### src/hdl/pmc_pkg.sv
/*
  Shared constants for the MAC-side control and status bank and its
  management controller. Assumes a single 125 MHz system clock.
*/
package pmc_pkg;

  // Device register numbers on the management link
  localparam logic [4:0]  REG_CTRL1      = 5'h10;
  localparam logic [4:0]  REG_IEN        = 5'h12;
  localparam logic [4:0]  REG_STAT       = 5'h13;
  localparam logic [4:0]  REG_BIAS1      = 5'h1d;
  localparam logic [4:0]  REG_BIAS2      = 5'h1e;

  // Control word one fields and values after reset
  localparam int          CTRL_DEPTH_LO  = 14;
  localparam int          CTRL_STOP125   = 9;
  localparam int          CTRL_STOP50    = 8;
  localparam int          CTRL_RSVD_ONE  = 7;
  localparam int          CTRL_RXRUN     = 3;
  localparam logic [15:0] CTRL1_RST      = 16'h0088;
  localparam logic [15:0] IEN_RST        = 16'h0000;
  localparam logic [15:0] BIAS_RST       = 16'h0000;

  // Interrupt enable and status bit positions
  localparam int          EV_XRUN        = 7;
  localparam int          EV_INS         = 3;
  localparam int          EV_DEL         = 2;

  // Strap settling count after reset release
  localparam logic [1:0]  STRAP_SETTLE   = 2'h2;

  // Clock output dividers
  localparam int          SYS_HZ         = 125_000_000;
  localparam int          FAST_HZ        = 125_000_000;
  localparam int          SLOW_HZ        = 50_000_000;
  localparam int          FAST_HALF      = (SYS_HZ / (2 * FAST_HZ)) < 1 ?
                                           1 : SYS_HZ / (2 * FAST_HZ);
  localparam int          SLOW_HALF      = (SYS_HZ / (2 * SLOW_HZ)) < 1 ?
                                           1 : SYS_HZ / (2 * SLOW_HZ);

  // Controller word addresses on the Avalon-MM slave
  localparam logic [2:0]  HA_PHY_REG     = 3'h0;
  localparam logic [2:0]  HA_WDATA       = 3'h1;
  localparam logic [2:0]  HA_CMD         = 3'h2;
  localparam logic [2:0]  HA_RESULT      = 3'h3;
  localparam logic [2:0]  HA_IRQ_STAT    = 3'h4;
  localparam logic [2:0]  HA_IRQ_MASK    = 3'h5;
  localparam int          CMD_READ       = 0;
  localparam int          CMD_WRITE      = 1;
  localparam int          CMD_SOFT_RST   = 2;
  localparam int          IRQ_DONE       = 0;
  localparam int          IRQ_PHY        = 1;
  localparam int          RESULT_BUSY    = 16;

  typedef enum logic [0:0]
  {
    ST_IDLE = 1'b0,
    ST_WAIT = 1'b1
  } pmc_state_e;

endpackage : pmc_pkg

### src/hdl/pmc_link_if.sv
/*
  Management link between the controller and the register bank.
  Both ends run on the same clock; no crossing is needed.
*/
interface pmc_link_if;
  logic        req;
  logic        we;
  logic [4:0]  addr;
  logic [15:0] wdata;
  logic        soft_rst;
  logic        ack;
  logic [15:0] rdata;
  logic        irq;

  modport dev
  (
    input  req, we, addr, wdata, soft_rst,
    output ack, rdata, irq
  );

  modport host
  (
    output req, we, addr, wdata, soft_rst,
    input  ack, rdata, irq
  );
endinterface : pmc_link_if

### src/hdl/pmc_device.sv
/*
  MAC-side control and status register bank with clock output gating.
  Assumes the controller holds req until ack and that FIFO event,
  power-down and energy-detect inputs are synchronous to sys_clk_i.
*/
// Overview of operation
// - Software initialises bias word one to 0x0003
// - Software initialises bias word two to 0x0000
// - Depth field selects elastic depth, resets 00
// - Fast clock stop bit follows strap, gates output
// - Slow clock stop bit loads and tracks strap
// - Slow stop bit holds slow clock low
// - Fast stop and rx bits act after soft reset
// - Rx clock runs unless bit clear and powered down or energy detected
// - Three enable bits gate FIFO interrupts, reset 0
// - Overflow/underflow status latches high, resets 0
// - Idle inserted status latches high, resets 0
// - Idle deleted status latches high, resets 0
// - Reserved bit seven resets to one always
// - Reserved status bits always read zero
module pmc_device
  import pmc_pkg::*;
(
  input  logic        sys_clk_i,
  input  logic        rst_i,
  pmc_link_if.dev     link,
  input  logic        strap_stop_fast_clock_i,
  input  logic        strap_stop_slow_clock_i,
  input  logic        fifo_xrun_i,
  input  logic        fifo_idle_ins_i,
  input  logic        fifo_idle_del_i,
  input  logic        power_down_i,
  input  logic        energy_detect_i,
  output logic        clock_out_125mhz_o,
  output logic        clock_out_50mhz_o,
  output logic        rx_clk_run_o,
  output logic [1:0]  fifo_depth_o,
  output logic [15:0] bias_word_one_o,
  output logic [15:0] bias_word_two_o
);

  logic [15:0] ctrl_q,   ctrl_d;
  logic [15:0] ien_q,    ien_d;
  logic [2:0]  stat_q,   stat_d;
  logic [15:0] bias1_q,  bias1_d;
  logic [15:0] bias2_q,  bias2_d;
  logic        act125_q, act125_d;
  logic        actrx_q,  actrx_d;
  logic        ack_q,    ack_d;
  logic [15:0] rdata_q,  rdata_d;
  logic        irq_q,    irq_d;
  logic [1:0]  meta_q,   meta_d;
  logic [1:0]  sync_q,   sync_d;
  logic [1:0]  prev_q,   prev_d;
  logic        ld_q,     ld_d;
  logic [1:0]  settle_q, settle_d;
  logic [7:0]  fcnt_q,   fcnt_d;
  logic [7:0]  scnt_q,   scnt_d;
  logic        fclk_q,   fclk_d;
  logic        sclk_q,   sclk_d;
  logic        rxrun_q,  rxrun_d;
  logic        take;

  always_comb
  begin
    ctrl_d   = ctrl_q;
    ien_d    = ien_q;
    stat_d   = stat_q;
    bias1_d  = bias1_q;
    bias2_d  = bias2_q;
    act125_d = act125_q;
    actrx_d  = actrx_q;
    rdata_d  = rdata_q;
    meta_d   = {strap_stop_slow_clock_i, strap_stop_fast_clock_i};
    sync_d   = meta_q;
    prev_d   = sync_q;
    ld_d     = ld_q;
    settle_d = settle_q;
    take     = link.req && !ack_q;
    ack_d    = take;

    if (take && link.we)
    begin
      unique case (link.addr)
        REG_CTRL1: ctrl_d  = link.wdata;
        REG_IEN:   ien_d   = link.wdata;
        REG_BIAS1: bias1_d = link.wdata;
        REG_BIAS2: bias2_d = link.wdata;
        default:   ;
      endcase
    end
    else if (take)
    begin
      unique case (link.addr)
        REG_CTRL1: rdata_d = ctrl_q;
        REG_IEN:   rdata_d = ien_q;
        REG_STAT:  rdata_d = {8'h00, stat_q[2], 3'h0,
                              stat_q[1:0], 2'h0};
        REG_BIAS1: rdata_d = bias1_q;
        REG_BIAS2: rdata_d = bias2_q;
        default:   rdata_d = 16'h0000;
      endcase
      if (link.addr == REG_STAT)
      begin
        stat_d = 3'h0;
      end
    end

    // Strap load after reset, then follow strap edges
    if (!ld_q)
    begin
      settle_d = settle_q + 2'h1;
      if (settle_q == STRAP_SETTLE)
      begin
        ld_d                 = 1'b1;
        ctrl_d[CTRL_STOP125] = sync_q[0];
        ctrl_d[CTRL_STOP50]  = sync_q[1];
        act125_d             = sync_q[0];
      end
    end
    else
    begin
      if (sync_q[0] != prev_q[0])
      begin
        ctrl_d[CTRL_STOP125] = sync_q[0];
      end
      if (sync_q[1] != prev_q[1])
      begin
        ctrl_d[CTRL_STOP50] = sync_q[1];
      end
    end

    if (link.soft_rst)
    begin
      ctrl_d[CTRL_RSVD_ONE] = 1'b1;
      act125_d = ctrl_q[CTRL_STOP125];
      actrx_d  = ctrl_q[CTRL_RXRUN];
      stat_d   = 3'h0;
    end

    // Set wins over read clear
    if (fifo_xrun_i)
    begin
      stat_d[2] = 1'b1;
    end
    if (fifo_idle_ins_i)
    begin
      stat_d[1] = 1'b1;
    end
    if (fifo_idle_del_i)
    begin
      stat_d[0] = 1'b1;
    end

    irq_d = |(stat_q & {ien_q[EV_XRUN], ien_q[EV_INS],
                        ien_q[EV_DEL]});
    rxrun_d = actrx_q || !(power_down_i || energy_detect_i);
  end

  always_ff @(posedge sys_clk_i or posedge rst_i)
  begin
    if (rst_i)
    begin
      ctrl_q   <= CTRL1_RST;
      ien_q    <= IEN_RST;
      stat_q   <= 3'h0;
      bias1_q  <= BIAS_RST;
      bias2_q  <= BIAS_RST;
      act125_q <= 1'b0;
      actrx_q  <= 1'b1;
      ack_q    <= 1'b0;
      rdata_q  <= 16'h0000;
      irq_q    <= 1'b0;
      meta_q   <= 2'h0;
      sync_q   <= 2'h0;
      prev_q   <= 2'h0;
      ld_q     <= 1'b0;
      settle_q <= 2'h0;
      rxrun_q  <= 1'b1;
    end
    else
    begin
      ctrl_q   <= ctrl_d;
      ien_q    <= ien_d;
      stat_q   <= stat_d;
      bias1_q  <= bias1_d;
      bias2_q  <= bias2_d;
      act125_q <= act125_d;
      actrx_q  <= actrx_d;
      ack_q    <= ack_d;
      rdata_q  <= rdata_d;
      irq_q    <= irq_d;
      meta_q   <= meta_d;
      sync_q   <= sync_d;
      prev_q   <= prev_d;
      ld_q     <= ld_d;
      settle_q <= settle_d;
      rxrun_q  <= rxrun_d;
    end
  end

  // Clock output dividers
  always_comb
  begin
    fcnt_d = fcnt_q;
    scnt_d = scnt_q;
    fclk_d = fclk_q;
    sclk_d = sclk_q;
    if (act125_q)
    begin
      fcnt_d = 8'h00;
      fclk_d = 1'b0;
    end
    else if (fcnt_q == 8'(FAST_HALF - 1))
    begin
      fcnt_d = 8'h00;
      fclk_d = !fclk_q;
    end
    else
    begin
      fcnt_d = fcnt_q + 8'h01;
    end
    if (ctrl_q[CTRL_STOP50])
    begin
      scnt_d = 8'h00;
      sclk_d = 1'b0;
    end
    else if (scnt_q == 8'(SLOW_HALF - 1))
    begin
      scnt_d = 8'h00;
      sclk_d = !sclk_q;
    end
    else
    begin
      scnt_d = scnt_q + 8'h01;
    end
  end

  always_ff @(posedge sys_clk_i or posedge rst_i)
  begin
    if (rst_i)
    begin
      fcnt_q <= 8'h00;
      scnt_q <= 8'h00;
      fclk_q <= 1'b0;
      sclk_q <= 1'b0;
    end
    else
    begin
      fcnt_q <= fcnt_d;
      scnt_q <= scnt_d;
      fclk_q <= fclk_d;
      sclk_q <= sclk_d;
    end
  end

  assign link.ack           = ack_q;
  assign link.rdata         = rdata_q;
  assign link.irq           = irq_q;
  assign clock_out_125mhz_o = fclk_q;
  assign clock_out_50mhz_o  = sclk_q;
  assign rx_clk_run_o       = rxrun_q;
  assign fifo_depth_o       = ctrl_q[CTRL_DEPTH_LO +: 2];
  assign bias_word_one_o    = bias1_q;
  assign bias_word_two_o    = bias2_q;

endmodule : pmc_device

### src/flat_wrapper.sv
// flat-port wrapper written by rule: the top's interface ports become plain ports
module pmc_device_flat import pmc_pkg::*;
  (sys_clk_i, rst_i, strap_stop_fast_clock_i, strap_stop_slow_clock_i, fifo_xrun_i, fifo_idle_ins_i, fifo_idle_del_i, power_down_i, energy_detect_i, clock_out_125mhz_o, clock_out_50mhz_o, rx_clk_run_o, fifo_depth_o, bias_word_one_o, bias_word_two_o, link_req, link_we, link_addr, link_wdata, link_soft_rst, link_ack, link_rdata, link_irq);
  pmc_link_if link_i ();
  input  logic sys_clk_i;
  input  logic rst_i;
  input  logic strap_stop_fast_clock_i;
  input  logic strap_stop_slow_clock_i;
  input  logic fifo_xrun_i;
  input  logic fifo_idle_ins_i;
  input  logic fifo_idle_del_i;
  input  logic power_down_i;
  input  logic energy_detect_i;
  output logic clock_out_125mhz_o;
  output logic clock_out_50mhz_o;
  output logic rx_clk_run_o;
  output logic [1:0] fifo_depth_o;
  output logic [15:0] bias_word_one_o;
  output logic [15:0] bias_word_two_o;
  input wire logic [$bits(link_i.req)-1:0] link_req;
  input wire logic [$bits(link_i.we)-1:0] link_we;
  input wire logic [$bits(link_i.addr)-1:0] link_addr;
  input wire logic [$bits(link_i.wdata)-1:0] link_wdata;
  input wire logic [$bits(link_i.soft_rst)-1:0] link_soft_rst;
  output wire logic [$bits(link_i.ack)-1:0] link_ack;
  output wire logic [$bits(link_i.rdata)-1:0] link_rdata;
  output wire logic [$bits(link_i.irq)-1:0] link_irq;
  assign link_i.req = link_req;
  assign link_i.we = link_we;
  assign link_i.addr = link_addr;
  assign link_i.wdata = link_wdata;
  assign link_i.soft_rst = link_soft_rst;
  assign link_ack = link_i.ack;
  assign link_rdata = link_i.rdata;
  assign link_irq = link_i.irq;
  pmc_device u_core (.sys_clk_i(sys_clk_i), .rst_i(rst_i), .link(link_i), .strap_stop_fast_clock_i(strap_stop_fast_clock_i), .strap_stop_slow_clock_i(strap_stop_slow_clock_i), .fifo_xrun_i(fifo_xrun_i), .fifo_idle_ins_i(fifo_idle_ins_i), .fifo_idle_del_i(fifo_idle_del_i), .power_down_i(power_down_i), .energy_detect_i(energy_detect_i), .clock_out_125mhz_o(clock_out_125mhz_o), .clock_out_50mhz_o(clock_out_50mhz_o), .rx_clk_run_o(rx_clk_run_o), .fifo_depth_o(fifo_depth_o), .bias_word_one_o(bias_word_one_o), .bias_word_two_o(bias_word_two_o));
endmodule
### config.mk
export PLATFORM = sky130hd
export DESIGN_NAME = pmc_device_flat
export DESIGN_NICKNAME = d
export VERILOG_FILES = /design/src/hdl/pmc_pkg.sv /design/src/hdl/pmc_link_if.sv /design/src/hdl/pmc_device.sv /design/src/flat_wrapper.sv
export SDC_FILE = /design/constraint.sdc
export NUM_CORES = 1
export LEC_CHECK = 0
export ABC_AREA = 1
export BUFFER_PORTS_ARGS = -buffer_cell sky130_fd_sc_hd__buf_2
export CAP_MARGIN = 5
export CORE_MARGIN = 2
export CORE_UTILIZATION = 25
export DETAILED_ROUTE_END_ITERATION = 6
export HOLD_SLACK_MARGIN = 0.08
export PLACE_DENSITY = 0.54
export SETUP_SLACK_MARGIN = 0.4
export SYNTH_ARGS = -nofsm -noshare
export SYNTH_HDL_FRONTEND = slang
export SYNTH_SLANG_ARGS = --single-unit
### constraint.sdc
create_clock -name sys_clk_i -period 6.74 [get_ports sys_clk_i]
set_input_delay 0 -clock sys_clk_i [delete_from_list [all_inputs] [get_ports sys_clk_i]]
set_output_delay 0 -clock sys_clk_i [all_outputs]
set_load 0.005 [all_outputs]
==> flow_summary.toml <==
[run_status]
status = "completed"

[worst_setup_path]
crit_arrival_ns = 2.77
worst_path_max_delay_cell = "nor2_2"
cpMostUsedCell = "nand2_1"
crit_path_end_kind = "flop"
critPathMaxStageDelay_ns = 0.73
crit_type = "reg2reg"
worstPathRequired_ns = 7.04
crit_family = "simple AND/OR/NAND/NOR gates"
path_cells = "inv_1, nand2_1, nor2_2, nand4_1, nand3_1, nand2_1, dlygate4sd3_1"
cp_max_fo = 21
path_buf_inv = 2
cp-start-kind = "flop"

[power_and_ir_drop]
power_w = 0.00182
netSwitchingPower_w = 0.000468
combPwrFrac_pct = 9.5
p_leak_nw = 3.43
internal_power_w = 0.00135
switching_share_pct = 25.7
pwr-share-seq_pct = 43.1
ir_drop_v = 0.000152
power.density_nw_per_um2 = 270
power.share.clock_pct = 47.4

[clocking]
clkSinkCount = 115
cts_buffers = 17
clk_pin_slew_ns = 0.05
root_buffer = "clkbuf_16"
cts_tree = "done"
clk_path_buf_depth = 2
postCtsResizedCells = 0
clock_latency_ns = 0.42
cts_max_level = 4
cts_setup_buffers = 0

[yosys]
syn-num-nets = 647
ys_ff_latch = 115
syn_area_per_cell_um2 = 8.63
synthDistinctLibCells = 28
synth_warnings = 0
synth.cell_area_um2 = 5260
netlist_instances = 609
yosysSeqAreaShare_pct = 54.8

[global_routing]
grt_pass1_wl_um = 23300
grt_max_degree = 60
grt_util_all_layers_pct = 13.7
grt_pass1_vias = 4280
grt_overflow_total = 0
antenna_found_initial = 1

[sta]
fin_crit_ns = 2.47
hold_ws_ns = 0.111
fmax_mhz = 405
period_share_pct = 36.6
fin_skew_ns = 0.00896
maxSlewViolCount = 0
setup-violations-final = 0
tightest_slew_ns = 1.07
setup_tns_ns = 0
rsz0062_at_grt = "no"
slew_headroom_pct = 28.6
hold_violations = 0

[finish]
fillers = 2255
area_growth_pct = 28.1
mostFrequentLayoutCells = "nand2_1 (171), dfrtp_1 (111), buf_2 (87)"
drive_above_1_share_pct = 20.8
mostFrequentLayoutCell = "nand2_1"
nets = 755
finalNonFillerCells = 1006
fin_area_um2 = 6730

[routing]
avgViaCountPerCell = 4.32
ant_nets = 0
avgRoutedWirePerCell_um = 14.2
drtPass1Iterations = 4
drtIter0Drc = 326
routed_wirelength_um = 14300
drc = 0
vias = 4348

[placement]
hpwl_um = 9680
numPortBuffers = 87
gp_congestion = 0.719
placed_cell_area_um2 = 5860
dp_cells = 943

[flow_run]
cap_violations = 0

[hold_path]
hp-class = "in2reg"

[die]
rows = 53
fp.coreArea_um2 = 20800
fp.dieH_um = 149
initial_core_util_pct = 25.2
dieArea_um2 = 22200
die_w_um = 149
boundaryPins = 88
power by group through the flow:
stage	logic, W	clock network (W)	registers [W]
after floorplan	0.0000923	0	0.000789
after global placement	0.000161	0	0.000795
after detailed placement	0.000164	0	0.000796
after CTS	0.000179	0.000882	0.000785
after global routing	0.000200	0.000915	0.000791
final	0.000173	0.000863	0.000785
Yosys cell counts:
library cell	n	area, µm²
nand2_1	171	642
dfrtp_1	111	2780
inv_1	57	214
o21ai_1	53	265
nand3_1	41	205
nand4_1	36	225
nor2_1	34	128
o21ai_0	23	115
buf_2	12	60.1
buf_4	7	52.6
buf_6	6	67.6
nor3_1	6	30.0
o21ai_2	6	52.6
a21oi_1	5	25.0
clkbuf_1	5	18.8
ha_1	5	62.6
dfstp_2	4	105
nor2_2	4	25.0
or2_2	4	25.0
inv_2	3	11.3
nand2_2	3	18.8
nor2_4	3	33.8
xnor2_1	3	26.3
nor3b_1	2	15.0
xor2_1	2	17.5
nand4_2	1	12.5
nor2_8	1	20.0
o22ai_1	1	6.26
area by class of cell:
cell class	count	area (µm²)	share of cell area, %
sequential	115	2880	42.8
timing repair buffer	119	751	11.1
inverter	60	228	3.38
tap	275	344	5.11
clock inverter	12	106	1.58
multi-input combinational	404	1950	29.0
antenna	1	2.50	0.0372
clock buffer	20	467	6.93
layer usage:
layer	GRT usage [%]	part of all wire, %	up-vias
met5	0	0	-
met4	5.24	1.5	0
met3	3.18	4.8	17
met2	20.9	45	95
met1	19.0	49	2021
li1	-	-	2215
worst reg2reg max path, stage by stage (launching register included):
cell and delay, ns:
dfrtp_1 0.38, inv_1 0.05, nand2_1 0.12, nor2_2 0.73
nand4_1 0.32, nand3_1 0.16, nand2_1 0.06, dlygate4sd3_1 0.55
final timing paths:
path / startpoint / cells past startpoint / end / slack [ns]
hold / removal: link_addr[0] / 5 / u_core.link.rdata[7] / 0.11
hold reg to reg: u_core.meta_q[0] / 0 / u_core.prev_d[0] / 0.35
min in group asynchronous: rst_i / 3 / u_core.link.rdata[4] / 0.29
setup / recovery: u_core.link.ack / 7 / u_core.stat_q[1] / 4.27
setup reg to reg: u_core.link.ack / 7 / u_core.stat_q[1] / 4.27
max in group asynchronous: rst_i / 4 / u_core.fcnt_q[2] / 5.23
through the flow:
| stage | utilization, % | setup WS [ns] |
|---|---|---|
| after floorplan | - | 3.70 |
| after global placement | 28.1 | 4.55 |
| after detailed placement | 28.1 | 4.49 |
| after CTS | 32.3 | 4.27 |
| after global routing | 32.3 | 4.08 |
| final | 32.3 | 4.27 |
repair_timing:
item,CTS,global route
hold buffers,30,0
endpoints found under the setup margin,0,0
hold endpoints to repair,135,0
flip-flops by register name, summed over array words and instances, names as in the netlist, 3 cells and up:
register	count
u_core.bias_word_one_o	16
u_core.bias_word_two_o	16
u_core.ctrl_q	16
u_core.fcnt_q	8
u_core.ien_q	16
u_core.link.rdata	16
u_core.scnt_q	8
u_core.stat_q	3
kinds of logic (layout without fill, tap and decap cells):
| family | Yosys count | in the layout | synth area share (%) |
|---|---|---|---|
| fa+ha+maj | 5 | 5 | 1.19 |
| xor+xnor | 5 | 5 | 0.833 |
| other cells | 0 | 1 | 0 |
| simple gates | 306 | 306 | 26.2 |
| compound gates | 88 | 88 | 8.83 |
| buf+inv | 90 | 211 | 8.07 |
| flops | 115 | 115 | 54.8 |
Power figures use the tool's default switching activity.
